### src/design/eep_pkg.sv
/*
  Constants and types shared by the EEPROM program/erase controller files.
  Assumes an 8-bit CPU data bus with 16-bit byte addresses.
*/
package eep_pkg;

  // ********************************************************************
  // Register map
  // ********************************************************************
  localparam logic [15:0] ADDR_PROG_CTRL = 16'h003B;
  localparam logic [15:0] ADDR_SETUP = 16'h003F;
  localparam logic [7:0] PROG_CTRL_RESET = 8'h00;
  localparam logic [7:0] PROG_CTRL_WMASK = 8'hDF;
  localparam logic [7:0] SETUP_RESET = 8'h00;
  localparam logic [7:0] LOCKED_READ = 8'hFF;

  // ********************************************************************
  // Control register fields and setup byte ROM enable bit
  // ********************************************************************
  localparam int BIT_ODD = 7;
  localparam int BIT_EVEN = 6;
  localparam int BIT_UNUSED = 5;
  localparam int BIT_BYTE = 4;
  localparam int BIT_ROW = 3;
  localparam int BIT_ERASE = 2;
  localparam int BIT_LATCH = 1;
  localparam int BIT_HV = 0;
  localparam int BIT_ROM_EN = 1;

  // ********************************************************************
  // Array geometry
  // ********************************************************************
  localparam logic [11:0] ARRAY_START = 12'hD00;
  localparam logic [9:0] BLOCK_BYTES = 10'h0C0;
  localparam int PROT_BLOCKS = 4;

  typedef enum logic [3:0] {
    SC_BYTE = 4'h1,
    SC_ROW = 4'h2,
    SC_BULK = 4'h4,
    SC_HALF = 4'h8
  } eep_scope_t;

  typedef enum logic [2:0] {
    ST_IDLE = 3'h1,
    ST_LATCHED = 3'h2,
    ST_HV = 3'h4
  } eep_state_t;

endpackage

### src/design/eep_ctrl.sv
/*
  EEPROM program/erase controller: control register, target latch, high
  voltage gating and the setup byte shadow latches.
  Assumes the CPU bus issues one-cycle read and write strobes on the core
  clock and that the array and charge pump sit outside and obey the O_ARR
  outputs. The setup byte cells are presented on I_SETUP_CELLS at reset.
*/
// Summary of operation
// Array writes ignored while high voltage set.
// Cycle in progress blocks other location writes.
// Both test bits program half-array rows.
// Control bit 5 reads zero.
// Byte/row bits decode bulk, row, byte.
// Byte select bit always read/writable.
// Row and erase bits always read/writable.
// Latch bit captures writes; clear reads ROM.
// Protection never affects array reads.
// High voltage writable only with latch set.
// Latch clear forces high voltage clear.
// Program ignores row and byte bits.
// Software sets oscillator select below 1MHz.
// Software erases before programming.
// Program sequence 0x02, store, 0x03, clear.
// Erase: setup, write in scope, voltage.
// Row/bulk erase triggered by any write.
// Byte erase touches only addressed byte.
// Software clears voltage, then register.
// Setup byte programmable unless protect set.
// Setup reads show latches from reset.
// ROM enable writable per mode bits.
`timescale 1ns/100ps
`default_nettype none
module eep_ctrl (
  // Clock and reset
  input wire logic I_CORE_CLK,
  input wire logic I_RESET_N,
  // CPU bus
  input wire logic [15:0] I_BUS_ADDR,
  input wire logic [7:0] I_BUS_WDATA,
  input wire logic I_BUS_WR,
  input wire logic I_BUS_RD,
  output logic [7:0] O_BUS_RDATA,
  output logic O_BUS_RVALID,
  output logic O_WR_BLOCKED,
  // Mapping, modes and protection
  input wire logic [3:0] I_EE_PAGE,
  input wire logic I_MODE_BIT_A,
  input wire logic I_SPECIAL_MODE,
  input wire logic I_ROM_OPTION,
  input wire logic [3:0] I_BLOCK_PROTECT,
  input wire logic I_SETUP_PROTECT,
  // Array side
  input wire logic [7:0] I_ARR_RDATA,
  input wire logic [7:0] I_SETUP_CELLS,
  output logic [9:0] O_ARR_ADDR,
  output logic [7:0] O_ARR_WDATA,
  output logic O_ARR_SEL_SETUP,
  output logic O_ARR_ERASE,
  output logic [3:0] O_ARR_SCOPE,
  output logic O_ARR_HV,
  output logic O_ARR_PROG_BUS,
  // Active setup byte
  output logic [7:0] O_SETUP_ACTIVE
);

  // ********************************************************************
  // State
  // ********************************************************************
  logic [7:0] ctrl_q, ctrl_d;
  eep_pkg::eep_state_t state_q, state_d;
  logic [9:0] lat_addr_q, lat_addr_d;
  logic lat_setup_q, lat_setup_d;
  logic [7:0] lat_data_q, lat_data_d;
  logic [7:0] setup_q, setup_d;
  logic load_q;
  logic [7:0] rdata_q, rdata_d;
  logic rvalid_q, rvalid_d;
  logic blocked_q, blocked_d;
  logic hv_out_q, hv_out_d;
  logic [3:0] scope_q;
  logic direct_wr;

  // ********************************************************************
  // Address decode
  // ********************************************************************
  logic [11:0] rel_addr;
  logic in_array, is_ctrl, is_setup, wr_target, same_target;
  logic single_chip, bootstrap, rom_wr_ok;
  logic [7:0] setup_view;
  eep_pkg::eep_scope_t scope;
  logic prot;

  assign rel_addr = I_BUS_ADDR[11:0] - eep_pkg::ARRAY_START;
  assign in_array = (I_BUS_ADDR[15:12] == I_EE_PAGE) &&
                    (I_BUS_ADDR[11:0] >= eep_pkg::ARRAY_START);
  assign is_ctrl = (I_BUS_ADDR == eep_pkg::ADDR_PROG_CTRL);
  assign is_setup = (I_BUS_ADDR == eep_pkg::ADDR_SETUP);
  assign wr_target = I_BUS_WR && (in_array || is_setup) && ctrl_q[eep_pkg::BIT_LATCH];
  assign same_target = (is_setup == lat_setup_q) &&
                       (is_setup || (rel_addr[9:0] == lat_addr_q));
  assign single_chip = !I_SPECIAL_MODE && !I_MODE_BIT_A;
  assign bootstrap = I_SPECIAL_MODE && !I_MODE_BIT_A;
  assign rom_wr_ok = I_ROM_OPTION && I_MODE_BIT_A && !bootstrap;
  assign direct_wr = I_BUS_WR && is_setup && !ctrl_q[eep_pkg::BIT_LATCH];

  always_comb
  begin
    setup_view = setup_q;
    if (I_ROM_OPTION && single_chip)
      setup_view[eep_pkg::BIT_ROM_EN] = 1'b1;
  end

  eep_scope u_scope (
    .i_offset(lat_addr_q),
    .i_is_setup(lat_setup_q),
    .i_ctrl(ctrl_q),
    .i_block_protect(I_BLOCK_PROTECT),
    .i_setup_protect(I_SETUP_PROTECT),
    .o_scope(scope),
    .o_protected(prot)
  );

  // ********************************************************************
  // Next state
  // ********************************************************************
  always_comb
  begin
    ctrl_d = ctrl_q;
    state_d = state_q;
    lat_addr_d = lat_addr_q;
    lat_setup_d = lat_setup_q;
    lat_data_d = lat_data_q;
    setup_d = setup_q;
    blocked_d = 1'b0;
    rvalid_d = 1'b0;
    rdata_d = 8'h00;
    if (load_q)
      setup_d = I_SETUP_CELLS;
    if (I_BUS_WR && is_ctrl)
    begin
      // Byte, row and erase bits take any write; bit 5 is dropped.
      ctrl_d = I_BUS_WDATA & eep_pkg::PROG_CTRL_WMASK;
      if (!ctrl_q[eep_pkg::BIT_LATCH])
        ctrl_d[eep_pkg::BIT_HV] = ctrl_q[eep_pkg::BIT_HV];
      if (!ctrl_d[eep_pkg::BIT_LATCH])
        ctrl_d[eep_pkg::BIT_HV] = 1'b0;
    end
    if (wr_target)
    begin
      if (ctrl_q[eep_pkg::BIT_HV])
        blocked_d = 1'b1;
      else if (state_q == eep_pkg::ST_IDLE)
      begin
        lat_addr_d = is_setup ? 10'h000 : rel_addr[9:0];
        lat_setup_d = is_setup;
        lat_data_d = I_BUS_WDATA;
      end
      else if (same_target)
        lat_data_d = I_BUS_WDATA;
      else
        blocked_d = 1'b1;
    end
    case (state_q)
      eep_pkg::ST_IDLE:
      begin
        if (wr_target && !ctrl_q[eep_pkg::BIT_HV])
          state_d = eep_pkg::ST_LATCHED;
      end
      eep_pkg::ST_LATCHED:
      begin
        if (ctrl_q[eep_pkg::BIT_HV])
          state_d = eep_pkg::ST_HV;
      end
      eep_pkg::ST_HV:
      begin
        if (!ctrl_q[eep_pkg::BIT_HV])
          state_d = eep_pkg::ST_LATCHED;
      end
      default:
        state_d = eep_pkg::ST_IDLE;
    endcase
    // Dropping the latch bit abandons any captured target.
    if (!ctrl_q[eep_pkg::BIT_LATCH])
      state_d = eep_pkg::ST_IDLE;
    if (direct_wr)
    begin
      if (rom_wr_ok)
        setup_d[eep_pkg::BIT_ROM_EN] = I_BUS_WDATA[eep_pkg::BIT_ROM_EN];
      if (I_SPECIAL_MODE)
      begin
        setup_d = I_BUS_WDATA;
        if (!rom_wr_ok)
          setup_d[eep_pkg::BIT_ROM_EN] = setup_q[eep_pkg::BIT_ROM_EN];
      end
    end
    if (I_BUS_RD)
    begin
      rvalid_d = is_ctrl || is_setup || in_array;
      if (is_ctrl)
        rdata_d = ctrl_q;
      else if (is_setup)
        rdata_d = setup_view;
      else if (in_array)
        // Protection plays no part here; only the latch bit hides the array.
        rdata_d = ctrl_q[eep_pkg::BIT_LATCH] ? eep_pkg::LOCKED_READ : I_ARR_RDATA;
    end
    hv_out_d = (state_q == eep_pkg::ST_HV) && ctrl_q[eep_pkg::BIT_HV] && !prot;
  end

  // ********************************************************************
  // Registers
  // ********************************************************************
  always_ff @(posedge I_CORE_CLK)
  begin
    if (!I_RESET_N)
    begin
      ctrl_q <= eep_pkg::PROG_CTRL_RESET;
      state_q <= eep_pkg::ST_IDLE;
      lat_addr_q <= 10'h000;
      lat_setup_q <= 1'b0;
      lat_data_q <= 8'h00;
      setup_q <= eep_pkg::SETUP_RESET;
      load_q <= 1'b1;
      rdata_q <= 8'h00;
      rvalid_q <= 1'b0;
      blocked_q <= 1'b0;
      hv_out_q <= 1'b0;
      scope_q <= eep_pkg::SC_BYTE;
    end
    else
    begin
      ctrl_q <= ctrl_d;
      state_q <= state_d;
      lat_addr_q <= lat_addr_d;
      lat_setup_q <= lat_setup_d;
      lat_data_q <= lat_data_d;
      setup_q <= setup_d;
      load_q <= 1'b0;
      rdata_q <= rdata_d;
      rvalid_q <= rvalid_d;
      blocked_q <= blocked_d;
      hv_out_q <= hv_out_d;
      scope_q <= scope;
    end
  end

  // ********************************************************************
  // Outputs
  // ********************************************************************
  // The setup byte output mirrors the forced view so that, once out of reset (which loads
  // SETUP_RESET), the core never sees a ROM disable in single-chip mode with I_ROM_OPTION set.
  logic [7:0] setup_out_q;
  always_ff @(posedge I_CORE_CLK)
  begin
    if (!I_RESET_N)
      setup_out_q <= eep_pkg::SETUP_RESET;
    else
      setup_out_q <= setup_view;
  end

  assign O_BUS_RDATA = rdata_q;
  assign O_BUS_RVALID = rvalid_q;
  assign O_WR_BLOCKED = blocked_q;
  assign O_ARR_ADDR = lat_addr_q;
  assign O_ARR_WDATA = lat_data_q;
  assign O_ARR_SEL_SETUP = lat_setup_q;
  assign O_ARR_ERASE = ctrl_q[eep_pkg::BIT_ERASE];
  assign O_ARR_SCOPE = scope_q;
  assign O_ARR_HV = hv_out_q;
  assign O_ARR_PROG_BUS = ctrl_q[eep_pkg::BIT_LATCH];
  assign O_SETUP_ACTIVE = setup_out_q;
endmodule
`default_nettype wire

### src/design/eep_scope.sv
/*
  Erase/program scope decoder and protection check for the latched target.
  Assumes the offset is already relative to the array start.
*/
`timescale 1ns/100ps
`default_nettype none
module eep_scope (
  // Latched target
  input wire logic [9:0] i_offset,
  input wire logic i_is_setup,
  // Control bits
  input wire logic [7:0] i_ctrl,
  // Protection
  input wire logic [3:0] i_block_protect,
  input wire logic i_setup_protect,
  // Results
  output eep_pkg::eep_scope_t o_scope,
  output logic o_protected
);

  logic [3:0] blk_hit;

  // ********************************************************************
  // Protection block membership
  // ********************************************************************
  genvar gi;
  generate
    for (gi = 0; gi < eep_pkg::PROT_BLOCKS; gi++)
    begin : g_blk
      assign blk_hit[gi] = (i_offset >= 10'(gi * eep_pkg::BLOCK_BYTES)) &&
                           (i_offset < 10'((gi + 1) * eep_pkg::BLOCK_BYTES));
    end
  endgenerate

  always_comb
  begin
    if (!i_ctrl[eep_pkg::BIT_ERASE])
    begin
      // Program ignores the erase scope bits; both test bits give a half-array write.
      o_scope = (i_ctrl[eep_pkg::BIT_ODD] && i_ctrl[eep_pkg::BIT_EVEN]) ?
                eep_pkg::SC_HALF : eep_pkg::SC_BYTE;
    end
    else if (i_ctrl[eep_pkg::BIT_BYTE])
      o_scope = eep_pkg::SC_BYTE;
    else if (i_ctrl[eep_pkg::BIT_ROW])
      o_scope = eep_pkg::SC_ROW;
    else
      o_scope = eep_pkg::SC_BULK;
    // A wide operation is refused if any part it touches is protected.
    if (i_is_setup)
      o_protected = i_setup_protect;
    else if (o_scope == eep_pkg::SC_BULK || o_scope == eep_pkg::SC_HALF)
      o_protected = |i_block_protect;
    else
      o_protected = |(blk_hit & i_block_protect);
  end

endmodule
`default_nettype wire

### config.mk
export PLATFORM = sky130hd
export DESIGN_NAME = eep_ctrl
export DESIGN_NICKNAME = d
export VERILOG_FILES = /design/src/design/eep_pkg.sv /design/src/design/eep_ctrl.sv /design/src/design/eep_scope.sv
export SDC_FILE = /design/constraint.sdc
export NUM_CORES = 1
export LEC_CHECK = 0
export BUFFER_PORTS_ARGS = -buffer_cell sky130_fd_sc_hd__buf_2
export CORE_ASPECT_RATIO = 0.8
export CORE_MARGIN = 2
export CORE_UTILIZATION = 35
export DETAILED_ROUTE_END_ITERATION = 12
export SYNTH_ARGS = -nofsm -noshare
export SYNTH_HDL_FRONTEND = slang
export SYNTH_SLANG_ARGS = --single-unit
### constraint.sdc
create_clock -name I_CORE_CLK -period 6.2 [get_ports I_CORE_CLK]
set_input_delay 0.31 -clock I_CORE_CLK [delete_from_list [all_inputs] [get_ports I_CORE_CLK]]
set_output_delay 0.31 -clock I_CORE_CLK [all_outputs]
set_load 0.1 [all_outputs]
==> out/qor.yml, run 1 <==
critical_path_class: "reg2reg"
required_ps: 6470
skew_ps: 7.60
yosysTopAreaCell: "dfxtp_1"
crit_chain: "xor2_1 -> nor4_1 -> a31oi_1 -> o21ai_1 -> nand3_1 -> a21oi_1"
multi_input_comb_area_sq_um: 1490
synth_compound_area_frac: 0.199
sequentialPowerShare: 0.483
final-setup-viol-count: 0
rrSetupSlack_ps: 3870
io_pins: 100
cp.arrival_ps: 2600
antenna_found_initial: 0
drt_first_pass_iters: 4
cts_buffers: 9
track_usage: 0.191
antenna_cells: 0
coreArea_sq_um: 7870
nFillCells: 804
insertion_delay_ps: 340
vias: 2651
drc_errors: 0
fmax_mhz: 429
initial_core_util: 0.357
startpoint: "O_ARR_ADDR[6]$_SDFFE_PN0P_"
tritoncts: "built"
syn-num-nets: 374
tns_ps: 0
holdWs_ps: 226
switchingPower_uw: 209
ant_nets: 0
ir_worst_vdd_mv: 0.0967
drive_above_1_share: 0.314
cp_max_fo: 8
syn_area_sq_um: 2810
p_leak_uw: 0.00159
globalplace.congestion: 0.803
post_drt_wl_per_cell_um: 15.5
synthFlopType: "dfxtp_1"
synth_xor_area_frac: 0.0467
avgSynthCellArea_sq_um: 8.92
hold_viol: 0
synth_cell_types: 53
min_from: "I_SETUP_PROTECT"
async_flop_share: 0
slowest_stage: "nor4_1"
startpoint_type: "flop"
die_y_um: 84.1
yosys_register_bits: 61
clk_pin_slew_ps: 70
worst_slew_pin_slew_ps: 901
syn_inst: 315
seqCellArea_sq_um: 1220
crit_family: "compound AO/OA/AOI/OAI gates"
max_cap_violations: 0
rr_startpoint: "O_ARR_ADDR[6]$_SDFFE_PN0P_"
fin_crit_sh: 0.376
cts_max_level: 3
synth_top_family_by_area: "simple AND/OR/NAND/NOR gates"
avgViaCountPerCell: 5.05
internal_power_uw: 622
hold_buffers: 0
dpl-instance-area_sq_um: 3380
clkSinkCount: 61
rsz0062_at_grt: "false"
finalInstanceArea_sq_um: 3570
synthMuxAreaShare: 0.0396
dp_hpwl_mm: 6.02
synth_warnings: 0
grt_start_max_net_pins: 29
synth.top_cell.area_share: 0.435
overflow: 0
synth_fa_ha_area_frac: 0.0134
drv_slew: 0
timing.slew.headroom: 0.399
num-nets-final: 471
synth.area.top_cells: "dfxtp_1, a21oi_1, nor2_1, nand2_1, mux2i_1"
die_w_um: 104
cp-end-kind: "flop"
power_frac_comb: 0.096
yosys.area_share.simple: 0.231
io_buffers: 99
root_buffer: "clkbuf_8"
period_needed_ps: 2330
outcome: "finished, final reports clean"
hold_class: "in2reg"
cts_setup_buffers: 0
switching_share: 0.252
clock_path_buffers: 2
p_clk_frac: 0.421
cts_resized: 0
routed_wl_mm: 8.14
ys_seq_area_frac: 0.435
first_iter_violations: 97
crit_buf_inv: 0
dieArea_sq_um: 8770
power.density_nw_per_um2: 233
grt_pass1_wl_mm: 13.2
grt_pass1_vias: 2578
synth_edf_count: 0
area_growth_pct: 27.0
timing.critical_path.slowest_cell_delay_ps: 550
placementRows: 29
## cell usage in the layout (no fill, tap or decap), types with 3 or more instances in the layout
cell      netlist  final
xnor2_1         6      6
nand2_1        27     27
xor2_1          9      9
nor3_1          7      7
nor4b_1         4      4
a22o_1          9      9
ha_1            3      3
dfxtp_1        61     61
a21oi_1        40     40
and2_1          9      9
nor2_1         31     31
inv_1           6      6
nor2b_1         4      4
nor4_1          3      3
buf_2           6     99
a211oi_2        4      4
mux2i_1        10     10
clkbuf_8        0     10
nand3_1        11     11
a211oi_1        3      3
o21ai_0        12     12
a31oi_1         3      3
nand2b_1        4      4
## tightest hold or removal path, cell delays in order
cell	delay, ps
buf_2	70
nand2b_1	90
a21oi_1	50
## power by group through the flow
stage / sequential [uW] / clock [uW] / combinational, uW
floorplan: 425 / 0 / 30.0
global placement: 410 / 0 / 80.0
detailed placement: 410 / 0 / 79.4
CTS: 401 / 359 / 79.7
global route: 402 / 374 / 86.5
finish: 401 / 350 / 79.7
## kinds of logic (layout without fill, tap and decap cells)
family,Yosys count,after routing
AND/OR/NAND/NOR,118,118
XOR/XNOR,15,15
adder cells (fa/ha/maj),3,3
multiplexers,11,11
buffers and inverters,21,123
flip-flops,61,61
AO/OA/AOI/OAI,86,86
## through the flow
stage	cells	util	total power, uW	setup slack, ps
floorplan	315	-	455	3910
global placement	509	0.429	490	3650
detailed placement	509	0.429	490	3580
CTS	525	0.453	840	3930
global route	525	0.453	862	3680
finish	525	0.453	831	3870
## sequential cells by signal, indices dropped and copies added, names as in the netlist, 3 cells and up
signal,count
O_ARR_SCOPE,4
O_SETUP_ACTIVE,8
O_BUS_RDATA,8
O_ARR_WDATA,8
setup_q,8
O_ARR_ADDR,10
ctrl_q,7
state_q,3
## layout make-up
type	instances	area share
Clock inverter	4	0.0133
Timing Repair Buffer	101	0.143
Inverter	6	0.00631
Tap cell	108	0.0379
Multi-Input combinational cell	233	0.417
Clock buffer	12	0.0407
Sequential cell	61	0.342
## final timing paths
kind	endpoint	cells after the start
worst max-delay path	O_ARR_WDATA[6]$_SDFFE_PN0P_	6
worst min-delay path	O_ARR_HV$_SDFF_PN0_	3
worst max register to register	O_ARR_WDATA[6]$_SDFFE_PN0P_	6
worst min register to register	O_ARR_WDATA[5]$_SDFFE_PN0P_	2
## metal layers
metal / up-vias / GRT usage / routed length (um)
li1: 1317 / - / -
met1: 1237 / 0.267 / 3970
met2: 86 / 0.286 / 3580
met3: 11 / 0.0590 / 465
met4: 0 / 0.0504 / 128
met5: - / 0 / 0
## Yosys cell counts, types with 2 or more instances
library cell and count:
buf_2 6, ha_1 3, o41ai_1 2, nand3b_1 2, inv_1 6, nor2b_1 4, a21oi_1 40, nor2_1 31
or4_4 2, nand2_1 27, a31oi_1 3, clkbuf_1 7, mux2i_1 10, and2_1 9, a22o_1 9, nand2b_1 4
nand4_1 2, nand3_1 11, xor2_1 9, a211oi_2 4, and3_1 2, buf_6 2, o21ai_0 12, a211oi_1 3
xnor2_1 6, nor4b_1 4, nor4_1 3, nor3_1 7, dfxtp_1 61
Power figures use the tool's default switching activity.
==> run 2: changes to the inputs <==
ABC_AREA = 1   (was not set)
clock period = 2.34 ns   (was 6.2 ns; I/O delays follow)
==> out/qor.yml, run 2 <==
outcome: "finished, final reports clean"
rsz0062_at_grt: "false"
area_growth_pct: 27.4
synth_fa_ha_area_frac: 0.0121
power_frac_comb: 0.093
timing.slew.headroom: 0.656
ir_worst_vdd_mv: 0.236
grtUsageMet1: 0.251
reg2reg_to: "O_ARR_WDATA[4]$_SDFFE_PN0P_"
tns_ps: 0
rr_startpoint: "O_ARR_ADDR[7]$_SDFFE_PN0P_"
tritoncts: "built"
grt_start_max_net_pins: 25
p_clk_frac: 0.479
synth_cell_types: 40
yosysTopAreaCell: "dfxtp_1"
synth_compound_area_frac: 0.127
grt_use_met2: 0.275
synthFlopType: "dfxtp_1"
synth_edf_count: 0
min_path_cells: 3
vias: 3005
internal_power_uw: 1900
die_y_um: 88.4
root_buffer: "clkbuf_8"
synth_top_family_by_area: "simple AND/OR/NAND/NOR gates"
reg2reg_depth: 10
fmax_mhz: 619
antenna_cells: 0
dieArea_sq_um: 9670
grt_pass1_vias: 2759
crit_family: "simple AND/OR/NAND/NOR gates"
avgSynthCellArea_sq_um: 7.08
hold_end: "O_BUS_RVALID$_SDFF_PN0_"
yosys.area_share.simple: 0.334
io_pins: 100
antenna_found_initial: 0
insertion_delay_ps: 340
synth_warnings: 0
yosys.cell_count.top_type: "nand2_1"
sequentialPowerShare: 0.428
placementRows: 30
hold_viol: 0
period_needed_ps: 1620
syn_area_sq_um: 3110
timing.critical_path.slowest_cell_delay_ps: 490
met3_usage: 0.0346
crit_buf_inv: 1
busiest_layer: "met2"
crit_chain: "inv_2 -> nand2_1 -> nand4_1 -> nor2_1 -> nand3_1 -> nor2_2 -> nor2_4 -> nor2_8 -> nor2_1 -> nor2_1"
hold_buffers: 0
holdWs_ps: 43.4
synthMuxAreaShare: 0.0225
first_iter_violations: 151
cts_buffers: 9
min_from: "I_BUS_RD"
grt_pass1_wl_mm: 13.4
cts_max_level: 3
overflow: 0
initial_core_util: 0.364
dp_hpwl_mm: 6.57
skew_ps: 11.2
globalplace.congestion: 0.842
num-nets-final: 602
cts_setup_buffers: 0
switchingPower_uw: 589
synth_commonest_cells: "nand2_1, nor2_1, dfxtp_1"
max_cap_violations: 0
syn_inst: 440
clk_pin_slew_ps: 80
hold_class: "in2reg"
io_buffers: 99
cp_max_fo: 8
syn-num-nets: 499
drive_above_1_share: 0.274
fin_crit_sh: 0.690
synth_xor_area_frac: 0.0169
synth.area.top_cells: "dfxtp_1, nand2_1, nor2_1, inv_1, a21oi_1"
startpoint_type: "flop"
cp.arrival_ps: 1890
track_usage: 0.179
switching_share: 0.236
async_flop_share: 0
cts_resized: 0
rrSetupSlack_ps: 720
slowest_stage: "dfxtp_1"
drc_errors: 0
power.density_nw_per_um2: 628
p_leak_uw: 0.00197
largest_reg_flops: 10
synth.top_cell.area_share: 0.392
final-setup-viol-count: 0
nFillCells: 910
ant_nets: 0
yosys_register_bits: 61
die_w_um: 109
drt_first_pass_iters: 4
cpMostUsedCell: "nor2_1"
critical_path_class: "reg2reg"
mostFrequentLayoutCells: "nand2_1, buf_2, nor2_1, dfxtp_1, inv_1"
coreArea_sq_um: 8560
clock_path_buffers: 2
routed_wl_mm: 8.39
worst_slew_pin_slew_ps: 515
post_drt_wl_per_cell_um: 12.7
avgViaCountPerCell: 4.55
drv_slew: 0
ys_seq_area_frac: 0.392
clkSinkCount: 61
cp-end-kind: "flop"
required_ps: 2620
mostFrequentLayoutCell: "nand2_1"
==> run 2: routing by layer <==
layer,part of all wire,vias up
li1,-,1606
met1,0.49,1305
met2,0.43,84
met3,0.070,10
met4,0.013,0
met5,0,-
==> run 2: worst min-delay path: stages <==
cell and delay, ps:
buf_2 100, nand2_1 70, a31oi_1 50
==> run 2: per-stage QoR <==
stage	utilization	cell area, sq um	power [uW]	setup WS (ps)	std cells
detailed placement	0.434	3710	1320	428	644
floorplan	-	3110	1220	229	440
global placement	0.434	3710	1320	465	644
CTS	0.464	3970	2520	700	660
finish	0.464	3970	2490	725	660
global route	0.464	3970	2580	534	660
==> run 2: logic make-up (layout without fill, tap and decap cells) <==
group           Yosys count  in the layout
buf+inv                  72            180
fa+ha+maj                 3              3
simple gates            220            220
xor+xnor                  6              6
compound gates           71             71
flops                    61             61
mux                       7              7
==> run 2: final cells by class <==
class | instances | area [sq um] | area share
Clock buffer | 11 | 151 | 0.0381
Clock inverter | 5 | 106 | 0.0268
Inverter | 61 | 230 | 0.0580
Multi-Input combinational cell | 307 | 1590 | 0.402
Sequential cell | 61 | 1220 | 0.308
Tap cell | 112 | 140 | 0.0353
Timing Repair Buffer | 103 | 526 | 0.132
==> run 2: worst max path at each step <==
stage,start,end,slack [ps],cells past startpoint
6_report,O_ARR_ADDR[7]$_SDFFE_PN0P_,O_ARR_WDATA[4]$_SDFFE_PN0P_,720,10
5_1_grt,O_ARR_ADDR[7]$_SDFFE_PN0P_,O_ARR_WDATA[4]$_SDFFE_PN0P_,530,10
4_1_cts,O_ARR_ADDR[7]$_SDFFE_PN0P_,O_ARR_WDATA[4]$_SDFFE_PN0P_,700,10
3_5_place_dp,I_BUS_ADDR[8],O_ARR_WDATA[3]$_SDFFE_PN0P_,430,14
3_3_place_gp,I_BUS_ADDR[8],O_ARR_WDATA[5]$_SDFFE_PN0P_,460,14
2_1_floorplan,O_ARR_ADDR[8]$_SDFFE_PN0P_,O_ARR_WDATA[0]$_SDFFE_PN0P_,230,10
==> run 2: power groups by stage <==
stage                     sequential [uW]  combinational (uW)  clock (uW)
final                                1070                 231        1190
after detailed placement             1090                 231           0
after CTS                            1070                 232        1220
after global routing                 1070                 257        1250
after global placement               1090                 230           0
after floorplan                      1130                97.5           0
==> run 3: changes to the inputs <==
clock period = 1.5 ns   (was 2.34 ns; I/O delays follow)
==> out/qor.yml, run 3 (synthesis gave the netlist of run 2 again) <==
outcome: "finished, final reports clean"
required_ps: 1780
clkSinkCount: 61
power_frac_comb: 0.106
num-nets-final: 631
finalPower_uw: 3730
max_cap_violations: 0
drt_first_pass_iters: 5
dp_hpwl_mm: 6.75
root_buffer: "clkbuf_8"
avgViaCountPerCell: 4.57
stdcell_count: 689
p_clk_frac: 0.455
reg2reg_to: "O_ARR_WDATA[7]$_SDFFE_PN0P_"
skew_ps: 5.63
clock_path_buffers: 2
mostFrequentLayoutCell: "nand2_1"
overflow: 0
reg2reg_depth: 10
drc_errors: 0
path_depth: 10
switchingPower_uw: 978
startpoint: "O_ARR_ADDR[8]$_SDFFE_PN0P_"
p_leak_uw: 0.00212
tritoncts: "built"
dieArea_sq_um: 9670
ant_nets: 0
track_usage: 0.187
power.density_nw_per_um2: 877
sequentialPowerShare: 0.440
cp.arrival_ps: 1690
post_drt_wl_per_cell_um: 12.7
final-setup-viol-count: 0
grt_pass1_vias: 2888
holdWs_ps: 24.2
hold_viol: 0
rrSetupSlack_ps: 90
globalplace.congestion: 0.838
slowest_stage: "dfxtp_4"
rsz0062_at_grt: "true"
ir_worst_vdd_mv: 0.445
cp-end-kind: "flop"
first_iter_violations: 144
placementRows: 30
grt_pass1_wl_mm: 13.8
dpl.cell_count: 668
drv_slew: 0
worst_slew_pin_slew_ps: 494
startpoint_type: "flop"
period_needed_ps: 1410
mostFrequentLayoutCells: "nand2_1, buf_2, nor2_1, inv_1, dfxtp_1"
largest_reg_flops: 10
die_y_um: 88.4
cts_max_level: 3
timing.critical_path.slowest_cell_delay_ps: 360
hold_class: "in2reg"
grt_start_max_net_pins: 25
crit_family: "simple AND/OR/NAND/NOR gates"
initial_core_util: 0.364
switching_share: 0.262
drive_above_1_share: 0.340
rr_startpoint: "O_ARR_ADDR[8]$_SDFFE_PN0P_"
cp_max_fo: 8
antenna_found_initial: 0
antenna_cells: 0
crit_chain: "inv_2 -> nand2_1 -> o211ai_1 -> nor2_2 -> nand3_1 -> nor2_2 -> nor2_4 -> nor2_8 -> nor2_1 -> nor2_1"
fmax_mhz: 710
critical_path_class: "reg2reg"
internal_power_uw: 2750
timing.slew.headroom: 0.673
vias: 3151
cts_buffers: 9
io_pins: 100
crit_buf_inv: 1
fin_crit_sh: 0.939
clk_pin_slew_ps: 70
insertion_delay_ps: 340
routed_wl_mm: 8.76
die_w_um: 109
area_growth_pct: 36.4
coreArea_sq_um: 8560
critPathCapture: "O_ARR_WDATA[7]$_SDFFE_PN0P_"
io_buffers: 99
run 3: area by class of cell:
class                   count  area (sq um)
repair buffers            132           773
inverters                  61           230
flip-flops and latches     61          1260
multi-input cells         307          1600
well taps                 112           140
fillers                   868          4310
clock inverters             5          62.6
clock buffers              11           174
run 3: worst reg2reg max path: stages, from the launching register on:
cell and delay (ps):
dfxtp_4 360, inv_2 50, nand2_1 50, o211ai_1 110, nor2_2 180, nand3_1 110
nor2_2 140, nor2_4 60, nor2_8 130, nor2_1 60, nor2_1 100
run 3: timing repair:
action                                  4_1_cts  5_1_grt
hold endpoints to repair                      2        0
buffers inserted                              0        3
resized for setup                             1        3
pin swaps                                     0        4
endpoints found under the setup margin        1        9
hold buffers                                  2        0
run 3: per-layer routing:
layer / vias to the layer above / global-route usage / part of all wire
met5: - / 0 / 0
met4: 0 / 0.0529 / 0.010
li1: 1667 / - / -
met2: 103 / 0.293 / 0.44
met3: 7 / 0.0574 / 0.070
met1: 1374 / 0.251 / 0.48
run 3: power by group through the flow:
stage	clock (uW)	sequential [uW]	combinational (uW)
final	1690	1640	394
after CTS	1740	1640	395
after detailed placement	0	1680	388
after floorplan	0	1740	152
after global placement	0	1680	383
after global routing	1800	1640	435
run 3: worst min-delay path by stage:
stage                    startpoint  depth (start not counted)  slack [ps]                 endpoint
finish                    I_RESET_N                          3          20  O_BUS_RVALID$_SDFF_PN0_
global route         I_BUS_WDATA[4]                          3          30    setup_q[4]$_SDFF_PN0_
CTS                       I_RESET_N                          3           6  O_BUS_RVALID$_SDFF_PN0_
detailed placement  I_SETUP_PROTECT                          4         350      O_ARR_HV$_SDFF_PN0_
global placement    I_SETUP_PROTECT                          4         350      O_ARR_HV$_SDFF_PN0_
floorplan                  I_BUS_RD                          2         210  O_BUS_RVALID$_SDFF_PN0_
run 3: through the flow:
| stage | cell area, sq um | setup WS, ps | TNS, ps | utilization |
|---|---|---|---|---|
| 2_1_floorplan | 3160 | -14.2 | -36.2 | - |
| 3_3_place_gp | 3960 | -153 | -2770 | 0.463 |
| 3_5_place_dp | 3960 | -187 | -4070 | 0.463 |
| 4_1_cts | 4220 | 7.20 | 0 | 0.493 |
| 5_1_grt | 4250 | -58.9 | -175 | 0.496 |
| 6_report | 4250 | 92.2 | 0 | 0.496 |
